**config.mk**
```make
export PLATFORM = sky130hd
export DESIGN_NAME = pfs_top
export DESIGN_NICKNAME = d
export VERILOG_FILES = /design/src/shared/pfs_pkg.sv /design/src/hw/pfs_sync2.sv /design/src/hw/pfs_pin_mux.sv /design/src/hw/pfs_top.sv
export VERILOG_INCLUDE_DIRS = /design/src /design/src/shared
export SDC_FILE = /design/constraint.sdc
export NUM_CORES = 1
export LEC_CHECK = 0
export BUFFER_PORTS_ARGS = -buffer_cell sky130_fd_sc_hd__buf_2
export CAP_MARGIN = 20
export CORE_ASPECT_RATIO = 0.9
export CORE_UTILIZATION = 45
export DETAILED_ROUTE_END_ITERATION = 10
export PLACE_DENSITY = 0.68
export SLEW_MARGIN = 20
export SYNTH_ARGS = -nofsm -noshare
export SYNTH_HDL_FRONTEND = slang
export SYNTH_HIERARCHICAL = 1
export SYNTH_SLANG_ARGS = --single-unit
```
**constraint.sdc**
```tcl
create_clock -name aclk -period 5.5 [get_ports aclk]
set_input_delay 0.55 -clock aclk [delete_from_list [all_inputs] [get_ports aclk]]
set_output_delay 0.55 -clock aclk [all_outputs]
set_load 0.01 [all_outputs]
```
**src/shared/pfs_consts.svh**
```systemverilog
// Operation
// - Direction register holds one bit per pin; 1 makes output, 0 makes input.
// - Direction bit acts only in general I/O or timer capture/compare function.
// - Direction register clears to 0000 only at power-on reset; otherwise retained.
// - Power-on reset loads upper select 3302 and lower select FF95; otherwise retained.
// - Upper select steers pins 15-8, lower select pins 7-0; both 16-bit read/write; here the lower select is only exported and pins 7-0 stay plain I/O.
// - Pin 15: 00 I/O, 01 interrupt input 3, 10 reserved, 11 DMA request 1.
// - Pin 14: 00 I/O, 01 interrupt input 2, 10 reserved, 11 DMA acknowledge 1.
// - Pin 13: 00 I/O, 01 interrupt input 1, 10 timer clock B, 11 DMA request 0.
// - Pin 12: 00 I/O, 01 interrupt input 0, 10 timer clock A, 11 DMA acknowledge 0.
// - Pin 11: 00 I/O, 01 upper bus parity, 10 timer1 capture/compare B, 11 reserved.
// - Pin 10: 00 I/O, 01 lower bus parity, 10 timer1 capture/compare A, 11 reserved.
// - Pin 9: 00 I/O, 01 address hold, 10 A/D trigger, 11 interrupt request out.
// - Upper select bit 1 always reads 1; software always writes 1.
// - Pin 8: bit 0 clear selects I/O, set selects bus request input.
`ifndef PFS_CONSTS_SVH
`define PFS_CONSTS_SVH

// ----------------------------------------
// Register offsets and reset values
// ----------------------------------------
`define PFS_OFS_DIR      8'h00
`define PFS_OFS_UPPER    8'h04
`define PFS_OFS_LOWER    8'h08
`define PFS_RST_DIR      16'h0000
`define PFS_RST_UPPER    16'h3302
`define PFS_RST_LOWER    16'hFF95
`define PFS_UPPER_RSVD   16'h0002

// ----------------------------------------
// Mode tables, one nibble per pin 15..8
// ----------------------------------------
`define PFS_MODE_OK      32'hBBFF77F3
`define PFS_DIR_USED     32'h11115511
`define PFS_MD_GPIO      2'h0

// ----------------------------------------
// Bus answers and idle levels
// ----------------------------------------
`define PFS_RESP_OKAY    2'h0
`define PFS_RESP_SLVERR  2'h2
`define PFS_IDLE_REQ     1'h1
`define PFS_IDLE_DATA    1'h0

`endif

```
**src/shared/pfs_pkg.sv**
```systemverilog
package pfs_pkg;
    typedef enum logic {WR_IDLE, WR_RESP} pfs_wr_e;
    typedef enum logic {RD_IDLE, RD_RESP} pfs_rd_e;
    typedef enum logic [1:0] {REG_DIR, REG_UPPER, REG_LOWER, REG_NONE} pfs_reg_e;
endpackage : pfs_pkg

```
**src/hw/pfs_sync2.sv**
```systemverilog
module pfs_sync2 #(
    parameter int WIDTH = 16
) (
    // Clock and reset
    input  wire logic             aclk,
    input  wire logic             aresetn,
    // Asynchronous in, synchronised out
    input  wire logic [WIDTH-1:0] d,
    output logic      [WIDTH-1:0] q
);
    typedef struct packed {
        logic [WIDTH-1:0] meta;
        logic [WIDTH-1:0] stable;
    } pfs_sync_s;

    pfs_sync_s s;
    pfs_sync_s n;

    if (WIDTH < 1) begin : g_chk
        $error("pfs_sync2: WIDTH must be at least 1");
    end

    // First stage feeds only the second stage
    always_comb begin
        n.meta   = d;
        n.stable = s.meta;
        if (!aresetn) begin
            n = '0;
        end
    end

    always_ff @(posedge aclk) begin
        s <= n;
    end

    assign q = s.stable;
endmodule : pfs_sync2

```
**src/hw/pfs_pin_mux.sv**
```systemverilog
`include "pfs_consts.svh"

module pfs_pin_mux (
    // Selection
    input  wire logic [1:0] mode,
    input  wire logic       dir_bit,
    input  wire logic [3:0] mode_ok,
    input  wire logic [3:0] dir_used,
    // Function sources, indexed by mode code
    input  wire logic [3:0] func_out,
    input  wire logic [3:0] func_oe,
    // Resolved drive and one-hot effective mode
    output logic            pin_out,
    output logic            pin_oe,
    output logic [3:0]      sel
);
    logic [1:0] eff;

    always_comb begin
        // A reserved code drives no peripheral function
        eff = mode_ok[mode] ? mode : `PFS_MD_GPIO;
        sel = 4'h0;
        sel[eff] = 1'b1;
        pin_out = func_out[eff];
        pin_oe  = dir_used[eff] ? dir_bit : func_oe[eff];
    end
endmodule : pfs_pin_mux

```
**src/hw/pfs_top.sv**
```systemverilog
// Implementation choices: the AXI4-Lite interface to the registers and the address map.
`include "pfs_consts.svh"

module pfs_top #(
    parameter int ADDR_W = 8
) (
    // Clock and power-on reset
    input  wire logic              aclk,
    input  wire logic              aresetn,
    // AXI4-Lite write address
    input  wire logic [ADDR_W-1:0] s_axi_awaddr,
    input  wire logic              s_axi_awvalid,
    output logic                   s_axi_awready,
    // AXI4-Lite write data
    input  wire logic [31:0]       s_axi_wdata,
    input  wire logic [3:0]        s_axi_wstrb,
    input  wire logic              s_axi_wvalid,
    output logic                   s_axi_wready,
    // AXI4-Lite write response
    output logic [1:0]             s_axi_bresp,
    output logic                   s_axi_bvalid,
    input  wire logic              s_axi_bready,
    // AXI4-Lite read address
    input  wire logic [ADDR_W-1:0] s_axi_araddr,
    input  wire logic              s_axi_arvalid,
    output logic                   s_axi_arready,
    // AXI4-Lite read data
    output logic [31:0]            s_axi_rdata,
    output logic [1:0]             s_axi_rresp,
    output logic                   s_axi_rvalid,
    input  wire logic              s_axi_rready,
    // Port pins
    input  wire logic [15:0]       pin_in,
    output logic      [15:0]       pin_out,
    output logic      [15:0]       pin_oe,
    // Port data path
    input  wire logic [15:0]       port_out_data,
    output logic      [15:0]       port_in_data,
    output logic      [15:0]       lower_pin_function_select,
    // Peripheral outputs routed onto pins
    input  wire logic              dma_acknowledge_out_0,
    input  wire logic              dma_acknowledge_out_1,
    input  wire logic              timer1_cc_a_out,
    input  wire logic              timer1_cc_b_out,
    input  wire logic              upper_bus_parity_out,
    input  wire logic              upper_bus_parity_oe,
    input  wire logic              lower_bus_parity_out,
    input  wire logic              lower_bus_parity_oe,
    input  wire logic              address_hold_out,
    input  wire logic              interrupt_request_out,
    // Pin levels routed to peripherals
    output logic                   ext_int_req_in_0,
    output logic                   ext_int_req_in_1,
    output logic                   ext_int_req_in_2,
    output logic                   ext_int_req_in_3,
    output logic                   dma_request_in_0,
    output logic                   dma_request_in_1,
    output logic                   timer_ext_clock_a,
    output logic                   timer_ext_clock_b,
    output logic                   timer1_cc_a_in,
    output logic                   timer1_cc_b_in,
    output logic                   upper_bus_parity_in,
    output logic                   lower_bus_parity_in,
    output logic                   adc_trigger_in,
    output logic                   bus_request_in
);
    // ----------------------------------------
    // State
    // ----------------------------------------
    typedef struct packed {
        logic [15:0]       dir;
        logic [15:0]       upper;
        logic [15:0]       lower;
        pfs_pkg::pfs_wr_e  wst;
        pfs_pkg::pfs_rd_e  rd_st;
        logic              aw_held;
        logic              w_held;
        logic [ADDR_W-1:0] waddr;
        logic [15:0]       wdata;
        logic [1:0]        wstrb;
        logic              awready;
        logic              wready;
        logic              bvalid;
        logic [1:0]        bresp;
        logic              arready;
        logic              rvalid;
        logic [31:0]       rdata;
        logic [1:0]        rresp;
        logic [15:0]       pin_out;
        logic [15:0]       pin_oe;
        logic [15:0]       port_in;
        logic [3:0]        irq;
        logic [1:0]        dreq;
        logic [1:0]        tclk;
        logic [1:0]        cc_in;
        logic [1:0]        par_in;
        logic              adc_trig;
        logic              bus_req;
    } pfs_top_s;

    pfs_top_s          s;
    pfs_top_s          n;
    logic [15:0]       pin_sync;
    logic              wr_fire;
    pfs_pkg::pfs_reg_e wsel;
    pfs_pkg::pfs_reg_e rsel;
    logic [7:0]        mux_out;
    logic [7:0]        mux_oe;
    logic [3:0]        sel [8];
    logic [3:0]        fo  [8];
    logic [3:0]        foe [8];

    localparam logic [31:0] MODE_OK  = `PFS_MODE_OK;
    localparam logic [31:0] DIR_USED = `PFS_DIR_USED;

    if (ADDR_W < 4) begin : g_chk
        $error("pfs_top: ADDR_W must be at least 4");
    end

    // ----------------------------------------
    // Decoding helpers
    // ----------------------------------------
    function automatic pfs_pkg::pfs_reg_e reg_sel(input logic [ADDR_W-1:0] a);
        logic [ADDR_W-3:0] idx;
        idx = a[ADDR_W-1:2];
        if (idx == (ADDR_W-2)'(`PFS_OFS_DIR >> 2)) begin
            return pfs_pkg::REG_DIR;
        end else if (idx == (ADDR_W-2)'(`PFS_OFS_UPPER >> 2)) begin
            return pfs_pkg::REG_UPPER;
        end else if (idx == (ADDR_W-2)'(`PFS_OFS_LOWER >> 2)) begin
            return pfs_pkg::REG_LOWER;
        end
        return pfs_pkg::REG_NONE;
    endfunction : reg_sel

    function automatic logic [15:0] merge16(input logic [15:0] old_v,
                                            input logic [15:0] new_v,
                                            input logic [1:0]  strb);
        return {strb[1] ? new_v[15:8] : old_v[15:8],
                strb[0] ? new_v[7:0]  : old_v[7:0]};
    endfunction : merge16

    // Pin 8 has a single mode bit; the others a two-bit field
    function automatic logic [1:0] mode_of(input logic [15:0] up, input int j);
        if (j == 0) begin
            return {1'b0, up[0]};
        end
        return up[2*j+1 -: 2];
    endfunction : mode_of

    // ----------------------------------------
    // Pin synchroniser and per-pin muxes
    // ----------------------------------------
    pfs_sync2 #(
        .WIDTH (16)
    ) u_sync (
        .aclk    (aclk),
        .aresetn (aresetn),
        .d       (pin_in),
        .q       (pin_sync)
    );

    always_comb begin
        fo[7]  = {3'h0, port_out_data[15]};
        foe[7] = 4'h0;
        fo[6]  = {dma_acknowledge_out_1, 2'h0, port_out_data[14]};
        foe[6] = 4'h8;
        fo[5]  = {3'h0, port_out_data[13]};
        foe[5] = 4'h0;
        fo[4]  = {dma_acknowledge_out_0, 2'h0, port_out_data[12]};
        foe[4] = 4'h8;
        fo[3]  = {1'b0, timer1_cc_b_out, upper_bus_parity_out, port_out_data[11]};
        foe[3] = {2'h0, upper_bus_parity_oe, 1'b0};
        fo[2]  = {1'b0, timer1_cc_a_out, lower_bus_parity_out, port_out_data[10]};
        foe[2] = {2'h0, lower_bus_parity_oe, 1'b0};
        fo[1]  = {interrupt_request_out, 1'b0, address_hold_out, port_out_data[9]};
        foe[1] = 4'hA;
        fo[0]  = {3'h0, port_out_data[8]};
        foe[0] = 4'h0;
    end

    for (genvar j = 0; j < 8; j++) begin : g_pin
        pfs_pin_mux u_mux (
            .mode     (mode_of(s.upper, j)),
            .dir_bit  (s.dir[8+j]),
            .mode_ok  (MODE_OK[4*j+3 -: 4]),
            .dir_used (DIR_USED[4*j+3 -: 4]),
            .func_out (fo[j]),
            .func_oe  (foe[j]),
            .pin_out  (mux_out[j]),
            .pin_oe   (mux_oe[j]),
            .sel      (sel[j])
        );
    end

    // ----------------------------------------
    // Next state
    // ----------------------------------------
    always_comb begin
        n       = s;
        wr_fire = s.aw_held && s.w_held && (s.wst == pfs_pkg::WR_IDLE);
        wsel    = reg_sel(s.waddr);
        rsel    = reg_sel(s_axi_araddr);

        // Address and data may arrive in either order
        if (s_axi_awvalid && s.awready) begin
            n.aw_held = 1'b1;
            n.waddr   = s_axi_awaddr;
        end
        if (s_axi_wvalid && s.wready) begin
            n.w_held = 1'b1;
            n.wdata  = s_axi_wdata[15:0];
            n.wstrb  = s_axi_wstrb[1:0];
        end
        if (wr_fire) begin
            n.aw_held = 1'b0;
            n.w_held  = 1'b0;
            n.bvalid  = 1'b1;
            n.wst     = pfs_pkg::WR_RESP;
            n.bresp   = `PFS_RESP_OKAY;
            case (wsel)
                pfs_pkg::REG_DIR: begin
                    n.dir = merge16(s.dir, s.wdata, s.wstrb);
                end
                pfs_pkg::REG_UPPER: begin
                    n.upper = merge16(s.upper, s.wdata, s.wstrb) | `PFS_UPPER_RSVD;
                end
                pfs_pkg::REG_LOWER: begin
                    n.lower = merge16(s.lower, s.wdata, s.wstrb);
                end
                default: begin
                    n.bresp = `PFS_RESP_SLVERR;
                end
            endcase
        end
        if (s.bvalid && s_axi_bready) begin
            n.bvalid = 1'b0;
            n.wst    = pfs_pkg::WR_IDLE;
        end
        n.awready = !n.aw_held && (n.wst == pfs_pkg::WR_IDLE);
        n.wready  = !n.w_held && (n.wst == pfs_pkg::WR_IDLE);

        if (s_axi_arvalid && s.arready) begin
            n.rd_st = pfs_pkg::RD_RESP;
            n.rvalid = 1'b1;
            n.rresp  = `PFS_RESP_OKAY;
            n.rdata  = 32'h0000_0000;
            case (rsel)
                pfs_pkg::REG_DIR: begin
                    n.rdata[15:0] = s.dir;
                end
                pfs_pkg::REG_UPPER: begin
                    n.rdata[15:0] = s.upper | `PFS_UPPER_RSVD;
                end
                pfs_pkg::REG_LOWER: begin
                    n.rdata[15:0] = s.lower;
                end
                default: begin
                    n.rresp = `PFS_RESP_SLVERR;
                end
            endcase
        end
        if (s.rvalid && s_axi_rready) begin
            n.rvalid = 1'b0;
            n.rd_st  = pfs_pkg::RD_IDLE;
        end
        n.arready = (n.rd_st == pfs_pkg::RD_IDLE);

        // Lower half is plain port I/O; its select value is only exported
        n.pin_out = {mux_out, port_out_data[7:0]};
        n.pin_oe  = {mux_oe, s.dir[7:0]};
        n.port_in = pin_sync;

        // Deselected inputs sit at their idle level
        n.irq[3]    = sel[7][1] ? pin_sync[15] : `PFS_IDLE_REQ;
        n.dreq[1]   = sel[7][3] ? pin_sync[15] : `PFS_IDLE_REQ;
        n.irq[2]    = sel[6][1] ? pin_sync[14] : `PFS_IDLE_REQ;
        n.irq[1]    = sel[5][1] ? pin_sync[13] : `PFS_IDLE_REQ;
        n.tclk[1]   = sel[5][2] ? pin_sync[13] : `PFS_IDLE_DATA;
        n.dreq[0]   = sel[5][3] ? pin_sync[13] : `PFS_IDLE_REQ;
        n.irq[0]    = sel[4][1] ? pin_sync[12] : `PFS_IDLE_REQ;
        n.tclk[0]   = sel[4][2] ? pin_sync[12] : `PFS_IDLE_DATA;
        n.par_in[1] = sel[3][1] ? pin_sync[11] : `PFS_IDLE_DATA;
        n.cc_in[1]  = sel[3][2] ? pin_sync[11] : `PFS_IDLE_DATA;
        n.par_in[0] = sel[2][1] ? pin_sync[10] : `PFS_IDLE_DATA;
        n.cc_in[0]  = sel[2][2] ? pin_sync[10] : `PFS_IDLE_DATA;
        n.adc_trig  = sel[1][2] ? pin_sync[9]  : `PFS_IDLE_REQ;
        n.bus_req   = sel[0][1] ? pin_sync[8]  : `PFS_IDLE_REQ;

        // Only the power-on reset touches the select registers
        if (!aresetn) begin
            n         = '0;
            n.dir     = `PFS_RST_DIR;
            n.upper   = `PFS_RST_UPPER;
            n.lower   = `PFS_RST_LOWER;
            n.awready = 1'b1;
            n.wready  = 1'b1;
            n.arready = 1'b1;
            n.irq     = 4'hF;
            n.dreq    = 2'h3;
            n.adc_trig = 1'b1;
            n.bus_req  = 1'b1;
        end
    end

    always_ff @(posedge aclk) begin
        s <= n;
    end

    // ----------------------------------------
    // Outputs
    // ----------------------------------------
    assign s_axi_awready             = s.awready;
    assign s_axi_wready              = s.wready;
    assign s_axi_bvalid              = s.bvalid;
    assign s_axi_bresp               = s.bresp;
    assign s_axi_arready             = s.arready;
    assign s_axi_rvalid              = s.rvalid;
    assign s_axi_rdata               = s.rdata;
    assign s_axi_rresp               = s.rresp;
    assign pin_out                   = s.pin_out;
    assign pin_oe                    = s.pin_oe;
    assign port_in_data              = s.port_in;
    assign lower_pin_function_select = s.lower;
    assign ext_int_req_in_0          = s.irq[0];
    assign ext_int_req_in_1          = s.irq[1];
    assign ext_int_req_in_2          = s.irq[2];
    assign ext_int_req_in_3          = s.irq[3];
    assign dma_request_in_0          = s.dreq[0];
    assign dma_request_in_1          = s.dreq[1];
    assign timer_ext_clock_a         = s.tclk[0];
    assign timer_ext_clock_b         = s.tclk[1];
    assign timer1_cc_a_in            = s.cc_in[0];
    assign timer1_cc_b_in            = s.cc_in[1];
    assign upper_bus_parity_in       = s.par_in[1];
    assign lower_bus_parity_in       = s.par_in[0];
    assign adc_trigger_in            = s.adc_trig;
    assign bus_request_in            = s.bus_req;

    // ----------------------------------------
    // Checks
    // ----------------------------------------
    a_rst_values: assert property (@(posedge aclk) disable iff (!aresetn)
        $past(!aresetn) |-> s.dir == `PFS_RST_DIR && s.upper == `PFS_RST_UPPER
                            && s.lower == `PFS_RST_LOWER)
        else $error("select registers wrong after reset");
    a_dir_write: assert property (@(posedge aclk) disable iff (!aresetn)
        wr_fire && wsel == pfs_pkg::REG_DIR && s.wstrb == 2'h3 |=> s.dir == $past(s.wdata))
        else $error("direction write lost");
    a_dir_retain: assert property (@(posedge aclk) disable iff (!aresetn)
        !(wr_fire && wsel == pfs_pkg::REG_DIR) |=> $stable(s.dir))
        else $error("direction changed without a write");
    a_upper_rsvd: assert property (@(posedge aclk) disable iff (!aresetn)
        s_axi_arvalid && s.arready && rsel == pfs_pkg::REG_UPPER |=> s.rvalid && s.rdata[1])
        else $error("reserved upper bit read as zero");
    a_lower_read: assert property (@(posedge aclk) disable iff (!aresetn)
        s_axi_arvalid && s.arready && rsel == pfs_pkg::REG_LOWER
        |=> s.rdata == {16'h0000, $past(s.lower)})
        else $error("lower select read mismatch");
    a_wr_resp: assert property (@(posedge aclk) disable iff (!aresetn)
        s_axi_awvalid && s.awready && s_axi_wvalid && s.wready |-> ##2 s.bvalid)
        else $error("write response late");
    a_gpio_dir: assert property (@(posedge aclk) disable iff (!aresetn)
        s.upper[15:14] == 2'h0 |=> s.pin_oe[15] == $past(s.dir[15])
                                  && s.pin_out[15] == $past(port_out_data[15]))
        else $error("pin 15 general I/O drive wrong");
    a_int3_route: assert property (@(posedge aclk) disable iff (!aresetn)
        s.upper[15:14] == 2'h1 |=> s.irq[3] == $past(pin_sync[15]) && !s.pin_oe[15])
        else $error("pin 15 interrupt routing wrong");
    a_ack1_drive: assert property (@(posedge aclk) disable iff (!aresetn)
        s.upper[13:12] == 2'h3 |=> s.pin_oe[14] && s.pin_out[14] == $past(dma_acknowledge_out_1))
        else $error("pin 14 acknowledge drive wrong");
    a_clock_b_in: assert property (@(posedge aclk) disable iff (!aresetn)
        s.upper[11:10] == 2'h2 |=> s.tclk[1] == $past(pin_sync[13]) && !s.pin_oe[13])
        else $error("pin 13 timer clock wrong");
    a_ack0_drive: assert property (@(posedge aclk) disable iff (!aresetn)
        s.upper[9:8] == 2'h3 |=> s.pin_oe[12] && s.pin_out[12] == $past(dma_acknowledge_out_0))
        else $error("pin 12 acknowledge drive wrong");
    a_cc_b1_dir: assert property (@(posedge aclk) disable iff (!aresetn)
        s.upper[7:6] == 2'h2 |=> s.pin_oe[11] == $past(s.dir[11])
                                && s.pin_out[11] == $past(timer1_cc_b_out))
        else $error("pin 11 capture/compare drive wrong");
    a_parity_low: assert property (@(posedge aclk) disable iff (!aresetn)
        s.upper[5:4] == 2'h1 |=> s.pin_oe[10] == $past(lower_bus_parity_oe))
        else $error("pin 10 parity enable wrong");
    a_int_out_drive: assert property (@(posedge aclk) disable iff (!aresetn)
        s.upper[3:2] == 2'h3 |=> s.pin_oe[9] && s.pin_out[9] == $past(interrupt_request_out))
        else $error("pin 9 interrupt output wrong");
    a_bus_req_route: assert property (@(posedge aclk) disable iff (!aresetn)
        s.upper[0] |=> s.bus_req == $past(pin_sync[8]) && !s.pin_oe[8])
        else $error("pin 8 bus request wrong");
    a_rsvd_gpio: assert property (@(posedge aclk) disable iff (!aresetn)
        s.upper[7:6] == 2'h3 |=> s.pin_oe[11] == $past(s.dir[11])
                                && s.cc_in[1] == `PFS_IDLE_DATA)
        else $error("reserved code not general I/O");
endmodule : pfs_top

```
# After elaboration in Yosys (flattened, before gate mapping)
# Index checks and enable logic that the tools add are counted.
# word_totals
regBits,196
latch_bits,0
ram_bits,0
mem_bits_ro,0
elab_cells,242
n_memories,0
# classes
add_sub_neg,0
mul,0
n_div,0
magnitude_cmp,24
n_eq_ne,8
shifts,0
mux,119
bitwise,4
reduce_logical,47
# op_table
operator,count
1-bit binary-select mux with 2-bit select,31
1-bit two-way mux,61
16-bit one-hot mux with 3 select lines,1
2-bit by 3-bit less-than comparator with 1-bit output (second input constant),15
2-bit two-way mux,18
2-bit AND reduction,14
3-bit AND reduction,6
1-bit logical AND,17
1-bit demux with 2-bit select,8
2-bit by 1-bit greater-or-equal comparator with 1-bit output (second input constant),8
6-bit by 1-bit equality test with 1-bit output (second input constant),2
6-bit by 2-bit equality test with 1-bit output (second input constant),2
6-bit logical NOT,2
3-bit OR reduction,2
2-bit by 1-bit equality test with 1-bit output (second input constant),2
2-bit equality test (second input constant),2
2-bit logical NOT,2
1-bit NOT,4
2-bit OR reduction,2
1-bit by 3-bit less-than comparator with 1-bit output (second input constant),1
1-bit logical NOT,2

# Logic depth before layout (Yosys ltp)
# Gate-level depths: netlist of the first run.
# depth
depth_word,8
ltp_mapped,6
mapped_depth_nobuf,5

# Cells and area by module
# The synthesis of the first run kept the hierarchy.
# modules_own_cells
mod,instances,cells_per_inst,area_each_um2
pfs_top,1,651,6328.6
pfs_pin_mux,8,21,188.9
pfs_sync2,1,83,1016.0

# Worst setup path before layout of the first run
# OpenSTA, ideal clock, no wires.
# synth_timing
path_type,input to register
startpoint,input port s_axi_araddr[7]
endpoint,register s (netlist bit s_axi_rdata[10])
setup_ns,0.059
arrival_time_ns,1.827
setup_slack_ns,3.614
cell_stages,4
path_buffers,1
path_cell_list,or4_1 > a2111oi_4 > buf_2 > a22o_1
# synth_via
elab_chain_cells,7
elab_cells_between_ends,13
classes_between,4 x eq/ne; 7 x mux; 2 x reduce/logical
# synth_lines
item,line,text
from (decl),pfs_top.sv:24,"input wire logic [ADDR_W-1:0] s_axi_araddr,"
6-bit by 2-bit equality test with 1-bit output,pfs_top.sv:130,end else if (idx == (ADDR_W-2)'(`PFS_OFS_LOWER >> 2)) begin
1-bit two-way mux,pfs_top.sv:130,
1-bit two-way mux,pfs_top.sv:128,end else if (idx == (ADDR_W-2)'(`PFS_OFS_UPPER >> 2)) begin
1-bit two-way mux,pfs_top.sv:126,if (idx == (ADDR_W-2)'(`PFS_OFS_DIR >> 2)) begin
2-bit two-way mux *,pfs_top.sv:133,return pfs_pkg::REG_NONE;
"2-bit equality test, or another cell as far along",pfs_top.sv:248,case (rsel)
16-bit one-hot mux with 3 select lines *,pfs_top.sv:248,
to (signal assigned),pfs_top.sv:307,s <= n;
to (decl),pfs_top.sv:101,pfs_top_s s;
# Every way passes the cells marked *; elsewhere a longest branch is shown, timed or not.
# A chain may end at the register's enable or synchronous reset.

==> results by group, run 1 <==
Floorplanning
  • I/O Pins: 220
  • Chip width: 149.1 um
  • Core area: 19,100 um2
  • Row Count: 48
  • Die Y: 134.4 um
  • Initial Util: 0.4589
  • Die area: between 20,000 and 25,000 um2

Routing
  • Via count: 6,171
  • Top sig layer: met4
  • Via density: 4.686
  • DRT iter0 DRCs: 291
  • Post-route ant nets: 0
  • Met2 WL: ~8900 um
  • Routed wire length: approximately 18,000 um
  • Met3 WL: 797 um
  • DR pass1 iterations: 4
  • Drc violations: 0
  • Metal-1 WL: around 8000 um
  • Avg WL per Cell: about 14 um

Critical path
  • Crit path largest cell delay: 870 ps
  • CP dominant cell by count: buf_4
  • Critical Path AT: 2500 ps
  • Setup crit end kind: flip-flop
  • Critical path's slowest cell: nor2_1
  • Setup CP Type: in2reg
  • R2r worst-path depth: 3
  • Crit path max fanout: a little under 60
  • Sequence of cells on the critical path: buf_4, inv_2, buf_4, nor2_1, a22o_1
  • Worst setup SP type: input pin
  • Critical Path RT: 5860 ps

Layout
  • Commonest non-fill, non-tap cell in the layout: dfxtp_1
  • Commonest non-fill, non-tap cells in the layout: 192 x dfxtp_1, 178 x buf_2, 133 x conb_1, 116 x nand2_1, 59 x mux2i_1
  • Design Area, Final: 9996 um2
  • Synth-to-Final Area Change: 14.06%
  • Diodes inserted: 0
  • Layout cells sized above 1: 0.2774
  • Final net count: 1,155

Clocking
  • Root Driver: clkbuf_16
  • Clock sink count: 192
  • Worst skew pair latency: ~430 ps
  • Postcts setup bufs: 0
  • Post-CTS resize count: 0
  • Reg clk slew, reported paths: 70 ps
  • Clock tree from TritonCTS: yes
  • H-tree depth: 4
  • Clock buffer count from CTS: 17
  • CTS Hold Bufs: 0
  • Worst-case clock buffer depth: 2

Job
  • Max Cap Viol: 0

STA
  • Setup TNS: 0 ps
  • Max Clock Skew: 13.27 ps
  • Tmin final: 2141 ps
  • Max Slew Vio Count: 0
  • Final Cycle Share: 0.3892
  • Final hold violation count: 0
  • RSZ-0062 raised after global routing: false
  • Relative slew slack: 0.2918
  • Max frequency: 467.1 MHz
  • Final setup vio count: 0
  • Worst-Margin Slew: 1060 ps

Global routing
  • Pin count of the biggest net entering global routing: 81
  • Initial antenna violation count: 0
  • Total gr overflow: 0
  • GRT Total Usage: 0.1804
  • First-pass GRT wire length: 28,120 um
  • Vias in the first global route: 5,574

Run status
  • Status: finished, final reports clean

Placement
  • IO buf count: 179
  • Routability cong.: about 0.78
  • Placement Cell Area: between 9000 and 10,000 um2
  • HPWL after DPL: about 13,000 um

Power and ir drop
  • Leak Pwr: between 4 and 5 nW
  • Max VDD drop: 0.1958 mV
  • Overall power: 2.927 mW
  • PD cells: about 290 nW/um2

Worst hold path
  • WHS Path Cells: 2
  • HP Class: in2reg

Yosys
  • Netlist Area Pre-Place: a little under 9000 um2
  • Post-Syn Instances: 884
  • Synth warn: 6
  • Mean Syn Cell Area: 9.913 um2
==> power by group <==
part	internal (mW)	leakage [nW]	total (mW)	switching, mW
Sequential	1.44	1.57	1.46	0.0241
Combinational	0.113	2.67	0.257	0.144
Clock	0.676	0.270	1.21	0.535
Total	2.22	4.51	2.93	0.702
==> final cells by class <==
class                   instances  area (um2)
clock buffers                  21       440.4
inverters                      15       56.30
repair buffers                181       913.4
fillers                      1831        9102
flip-flops and latches        192        3844
well taps                     250       312.8
multi-input cells             647        4299
clock inverters                11       130.1
==> critical path: cells and delay by family <==
family / cells / cell delay [ps]
compound gates: 1 / 270
buf+inv: 3 / 760
simple gates: 1 / 870
==> metrics by stage <==
stage	hold WS, ps	util	instances	setup slack [ps]
after global placement	414.3	0.4935	1285	2934
after global routing	297.6	0.5234	1317	3202
after floorplan	426.3	-	1015	3614
final	324.4	0.5234	1317	3359
after CTS	306.3	0.5234	1317	3383
after detailed placement	417.7	0.4935	1285	2942
==> registers in the layout, indices dropped and copies added, names as in the netlist, 16 cells and up <==
name	cells
u_sync/s	16
s_axi_rdata	16
s	59
pin_out	16
pin_oe	16
u_sync/q	16
lower_pin_function_select	16
port_in_data	16
==> per-layer routing <==
layer,vias up,GRT usage
met2,137,0.3116
li1,3167,-
met5,-,0
met1,2858,0.2237
met4,0,0.04592
met3,9,0.04354
==> worst paths after layout <==
kind / from / end / slack, ps
worst min register to register: u_sync/q[3]$_SDFF_PN0_ / port_in_data[3]$_SDFF_PN0_ / 430
worst min-delay path: port_out_data[4] / pin_out[4]$_SDFF_PN0_ / 320
worst max register to register: s[129]$_SDFF_PN0_ / s[158]$_SDFFE_PN1P_ / 3360
worst max-delay path: aresetn / s_axi_rdata[6]$_SDFFE_PN0P_ / 3360
Note: power is estimated with default switching activity, not from simulation.
==> run 2, diff against run 1 <==
clock period = 2.09 ns   (was 5.5 ns; I/O delays follow)
==> run 2 against run 1 <==
Against the previous run:
- hold slack got worse by 300 ps
- count of clock-buffer cells in the layout shrank 3
- setup slack lost 3100 ps
- largest power group unchanged
- sequential power grew to 2.6 times the previous value
- die area unchanged
- critical path depth fell by 2
- sequential cell count stayed put
- largest cell class unchanged
==> results by group, run 2 (synthesis results as in run 1) <==
Run status
  • Status: finished, final reports clean

STA
  • RSZ-0062 raised after global routing: false
  • Setup TNS: 0 ps
  • Max frequency: approximately 560 MHz
  • Max Slew Vio Count: 0
  • Tmin final: 1785 ps
  • Worst-Margin Slew: 1029 ps
  • Relative slew slack: 0.3112
  • Max Clock Skew: 8.545 ps
  • Final setup vio count: 0
  • Final Cycle Share: 0.8540
  • Final hold violation count: 0

Placement
  • HPWL after DPL: approximately 13,000 um
  • Routability cong.: 0.7674
  • IO buf count: 179

Critical path
  • Crit path max fanout: 8
  • Worst setup SP type: flip-flop
  • Setup CP Type: reg2reg
  • Critical Path RT: between 2000 and 2500 ps
  • Critical Path AT: about 2100 ps
  • Setup crit end kind: flip-flop

Clocking
  • Clock tree from TritonCTS: yes
  • Worst-case clock buffer depth: 2
  • CTS Hold Bufs: 25
  • Reg clk slew, reported paths: ~70 ps
  • Clock sink count: between 150 and 200
  • Postcts setup bufs: 0
  • Post-CTS resize count: 0
  • Worst skew pair latency: 430 ps
  • Clock buffer count from CTS: 17
  • Root Driver: clkbuf_16
  • H-tree depth: 4

Routing
  • Top sig layer: met4
  • Met2 WL: 9035 um
  • Metal-1 WL: a little over 8000 um
  • Routed wire length: 18,320 um
  • Drc violations: 0
  • Post-route ant nets: 0
  • Via density: 4.640
  • Via count: ~6,300
  • DRT iter0 DRCs: 345
  • Avg WL per Cell: 13.47 um
  • Met3 WL: 829 um
  • DR pass1 iterations: 4

Layout
  • Diodes inserted: 0
  • Synth-to-Final Area Change: 19.09%
  • Layout cells sized above 1: 0.2874
  • Fin util: 0.5464
  • Max FFs per register: 59
  • Commonest non-fill, non-tap cells in the layout: 192 x dfxtp_1, 178 x buf_2, 133 x conb_1, 116 x nand2_1, 59 x mux2i_1
  • Final net count: 1,198
  • FILL cells: 1,777
  • Commonest non-fill, non-tap cell in the layout: dfxtp_1
  • Top reg by flops: s

Global routing
  • Vias in the first global route: 5,844
  • GRT Total Usage: 0.1859
  • First-pass GRT wire length: just under 30,000 um
  • Total gr overflow: 0
  • Pin count of the biggest net entering global routing: 138
  • Initial antenna violation count: 0

Power and ir drop
  • PD cells: 758.8 nW/um2
  • Leak Pwr: 4.738 nW
  • Max VDD drop: 0.5233 mV

Floorplanning
  • Initial Util: 0.4589
  • Die area: 20,040 um2
  • Chip width: 149.1 um
  • Row Count: 48
  • I/O Pins: 220
  • Core area: 19,100 um2
  • Die Y: 134.4 um

Worst hold path
  • HP Class: in2reg

Job
  • Max Cap Viol: 0
## run 2: cell types whose count changed in the layout (fill, tap and decap cells not counted), sizes merged
cell / previous run / this run
dlygate4sd3: 0 / 25
buf: 181 / 199
inv: 18 / 22
clkbuf: 21 / 18
clkinvlp: 3 / 2
## run 2: path summary, 6_finish.rpt
check	slack (ps)	endpoint	cells after the start	from
max reg2reg	310	lower_pin_function_select[14]$_SDFFE_PN1P_	3	s[125]$_SDFFE_PN0P_
min	20	s[127]$_SDFFE_PN0P_	3	s_axi_awaddr[6]
min reg2reg	430	port_in_data[3]$_SDFF_PN0_	1	u_sync/q[3]$_SDFF_PN0_
max	310	lower_pin_function_select[14]$_SDFFE_PN1P_	3	s[125]$_SDFFE_PN0P_
## run 2: cell type report
type | count | area (um2) | area share
multi-input cells | 647 | 4302 | 0.4122
flip-flops and latches | 192 | 3844 | 0.3683
repair buffers | 224 | 1311 | 0.1256
clock buffers | 18 | 439.2 | 0.04208
well taps | 250 | 312.8 | 0.02997
clock inverters | 14 | 171.4 | 0.01642
inverters | 15 | 56.30 | 0.005395
## run 2: routing by layer
layer | vias to the layer above | track usage
li1 | 3250 | -
met1 | 2907 | 0.2305
met2 | 135 | 0.3183
met3 | 19 | 0.04422
met4 | 0 | 0.05499
met5 | - | 0
## run 2: power by group
| group | internal (mW) | switching (mW) | leakage [nW] |
|---|---|---|---|
| Combinational | 0.341 | 0.387 | 2.87 |
| Clock | 1.85 | 1.50 | 0.297 |
| Sequential | 3.78 | 0.0641 | 1.57 |
## run 2: metrics by stage
step / setup slack, ps / power, mW / area [um2] / hold WS (ps) / std cells
global route: 197.3 / 8.253 / 10440 / 2.778 / 1360
detailed placement: 302.4 / 4.610 / 9573 / 418.4 / 1303
finish: 305.2 / 7.919 / 10440 / 24.93 / 1360
floorplan: 317.6 / 4.486 / 9255 / 336.3 / 1015
global placement: 340.3 / 4.599 / 9573 / 412.1 / 1303
CTS: 296.6 / 8.005 / 10430 / 1.146 / 1360
## run 2: critical path, stage by stage, from the launching register on
cell,delay [ps]
dfxtp_1,330
or4_4,620
or4_1,570
o211ai_1,190
==> run 3, diff against run 2 <==
CTS_BUF_LIST = sky130_fd_sc_hd__clkbuf_2   (was unset)
==> run 3 against run 2 <==
Against the previous run:
- global-route usage rose by 1.0 points
- routed wire length grew 6.3%
- sequential cell count unchanged
- setup slack got worse by 280 ps
- clock skew increased by 34 ps
- cell count up 6.8%
- via count is 6.8% higher
- largest cell class unchanged
==> results by group, run 3 (synthesis results as in run 1) <==
Critical path
  • Crit path max fanout: 18
  • Reg2reg end: s[104]$_SDFFE_PN0P_
  • Setup CP Type: reg2reg
  • CP startpoint: s_axi_wready$_SDFF_PN1_
  • Setup crit end kind: flip-flop
  • R2R Setup Slk: between 20 and 30 ps
  • Worst setup SP type: flip-flop
  • R2r worst-path depth: 6
  • Launch point of the worst reg-to-reg path: s_axi_wready$_SDFF_PN1_
  • Critical Path RT: ~2800 ps
  • Critical Path AT: between 2000 and 3000 ps

Run status
  • Status: finished, final reports clean

Floorplanning
  • Row Count: 48
  • Core area: roughly 19,000 um2
  • Chip width: ~150 um
  • Die Y: 134.4 um
  • Initial Util: 0.4589
  • I/O Pins: 220
  • Die area: between 20,000 and 25,000 um2

Clocking
  • Worst-case clock buffer depth: 2
  • Clock tree from TritonCTS: yes
  • Reg clk slew, reported paths: 290 ps
  • Worst skew pair latency: 750 ps
  • Clock sink count: between 150 and 200
  • Clock buffer count from CTS: 17
  • H-tree depth: 4
  • Root Driver: clkbuf_2

Global routing
  • GRT Total Usage: 0.1964
  • Vias in the first global route: 6,372
  • Total gr overflow: 0
  • Pin count of the biggest net entering global routing: roughly 140
  • Initial antenna violation count: 0
  • First-pass GRT wire length: 30,730 um

Power and ir drop
  • Leak Pwr: approximately 5 nW
  • PD cells: 608.5 nW/um2
  • Overall power: 6.710 mW
  • Comb pwr share: 0.134
  • Fraction of power spent switching nets: 0.2742
  • Max VDD drop: 0.3975 mV
  • Switching power: 1.840 mW
  • Flop pwr share: 0.576
  • Internal power: 4.870 mW
  • Clock power frac: 0.291

Worst hold path
  • WHS Path Cells: 5
  • Hold Path End: s_axi_rdata[9]$_SDFFE_PN0P_
  • Hold Startpoint: s_axi_araddr[7]
  • HP Class: in2reg

Placement
  • Placement Cell Area: 9573 um2
  • Dpl ws: 302.4 ps
  • Routability cong.: 0.7674
  • IO buf count: 179
  • HPWL after DPL: 13,010 um
  • Placed Cells: 1,303

Routing
  • Via count: between 6,000 and 7,000
  • Drc violations: 0
  • Post-route ant nets: 0
  • Routed wire length: around 20,000 um
  • DR pass1 iterations: 5
  • Via density: between 4 and 5
  • DRT iter0 DRCs: 386
  • Avg WL per Cell: 13.40 um

STA
  • Relative slew slack: 0.3138
  • Setup slack after layout: 28.98 ps
  • Final Cycle Share: 0.9861
  • Setup TNS: 0 ps
  • Tmin final: between 2000 and 2500 ps
  • Max Slew Vio Count: 0
  • Worst-Margin Slew: 1025 ps
  • Final setup vio count: 0
  • Max Clock Skew: 42.86 ps
  • Max frequency: 485.2 MHz
  • Final hold violation count: 0
  • RSZ-0062 raised after global routing: false

Layout
  • Layout cells sized above 1: 0.2685
  • FILL cells: about 1,700
  • Max FFs per register: 59
  • Design Area, Final: 11,030 um2
  • Final net count: 1,291
  • Commonest non-fill, non-tap cell in the layout: dfxtp_1
  • Top reg by flops: s
  • Layout Cells excl Fill: around 1,500
  • Synth-to-Final Area Change: 25.84%
  • Commonest non-fill, non-tap cells in the layout: 188 x dfxtp_1, 178 x buf_2, 133 x conb_1, 118 x dlygate4sd3_1, 115 x nand2_1
  • Diodes inserted: 0

Job
  • Max Cap Viol: 0
==> run 3: cell types whose count changed in the layout (fill, tap and decap cells not counted) <==
cell and delta:
buf_6 +1, dfxtp_2 +4, clkbuf_8 -1, nand2_1 -1
clkbuf_2 +17, nand2_2 +1, dfxtp_1 -4, buf_4 -1
dlygate4sd3_1 +93, clkinv_1 +1, clkbuf_16 -17
==> run 3: repair_timing <==
| action | 4_1_cts | 5_1_grt |
|---|---|---|
| endpoints found under the hold margin | 116 | 1 |
| buffers inserted | 0 | 0 |
| resized for setup | 0 | 6 |
| setup endpoints to repair | 0 | 5 |
| hold buffers | 117 | 2 |
==> run 3: power groups by stage <==
stage / logic, mW / clock network, mW / registers (mW)
2_1_floorplan: 0.576 / 0 / 3.91
6_report: 0.897 / 1.95 / 3.86
4_1_cts: 0.871 / 2.03 / 3.86
5_1_grt: 0.990 / 2.16 / 3.88
3_3_place_gp: 0.677 / 0 / 3.92
3_5_place_dp: 0.684 / 0 / 3.93
==> run 3: how the worst max path moves through the flow <==
stage | end
finish | s[104]$_SDFFE_PN0P_
detailed placement | pin_oe[10]$_SDFF_PN0_
global route | s[104]$_SDFFE_PN0P_
global placement | s_axi_rdata[8]$_SDFFE_PN0P_
CTS | s_axi_rdata[1]$_SDFFE_PN0P_
floorplan | s[157]$_SDFFE_PN1P_
==> run 3: metrics by stage <==
stage                       util  hold slack [ps]
after floorplan                -            336.3
final                     0.5774            151.7
after global placement    0.5012            412.1
after detailed placement  0.5012            418.4
after CTS                 0.5762            33.19
after global routing      0.5774            70.67
==> run 3: layout make-up <==
type                       count  area, um2  share of cell area
multi-input combinational    647       4304              0.3903
clock inverter                15      175.2             0.01588
timing repair buffer         317       2246              0.2037
clock buffer                  17      85.08            0.007715
sequential                   192       3849              0.3490
tap                          250      312.8             0.02836
inverter                      15      56.30            0.005106
==> run 3: metal layers <==
layer,routed length [um],track usage,part of all wire
met1,8483,0.2339,0.44
met2,9769,0.3499,0.50
met3,780,0.03605,0.040
met4,431,0.07143,0.022
met5,0,0,0
==> run 3: worst max-delay path, stage by stage, from the launching register on <==
cell	delay [ps]
dfxtp_2	400
and2_1	140
buf_6	190
nand2_1	80
dlygate4sd3_1	560
a21oi_1	120
dlygate4sd3_1	550
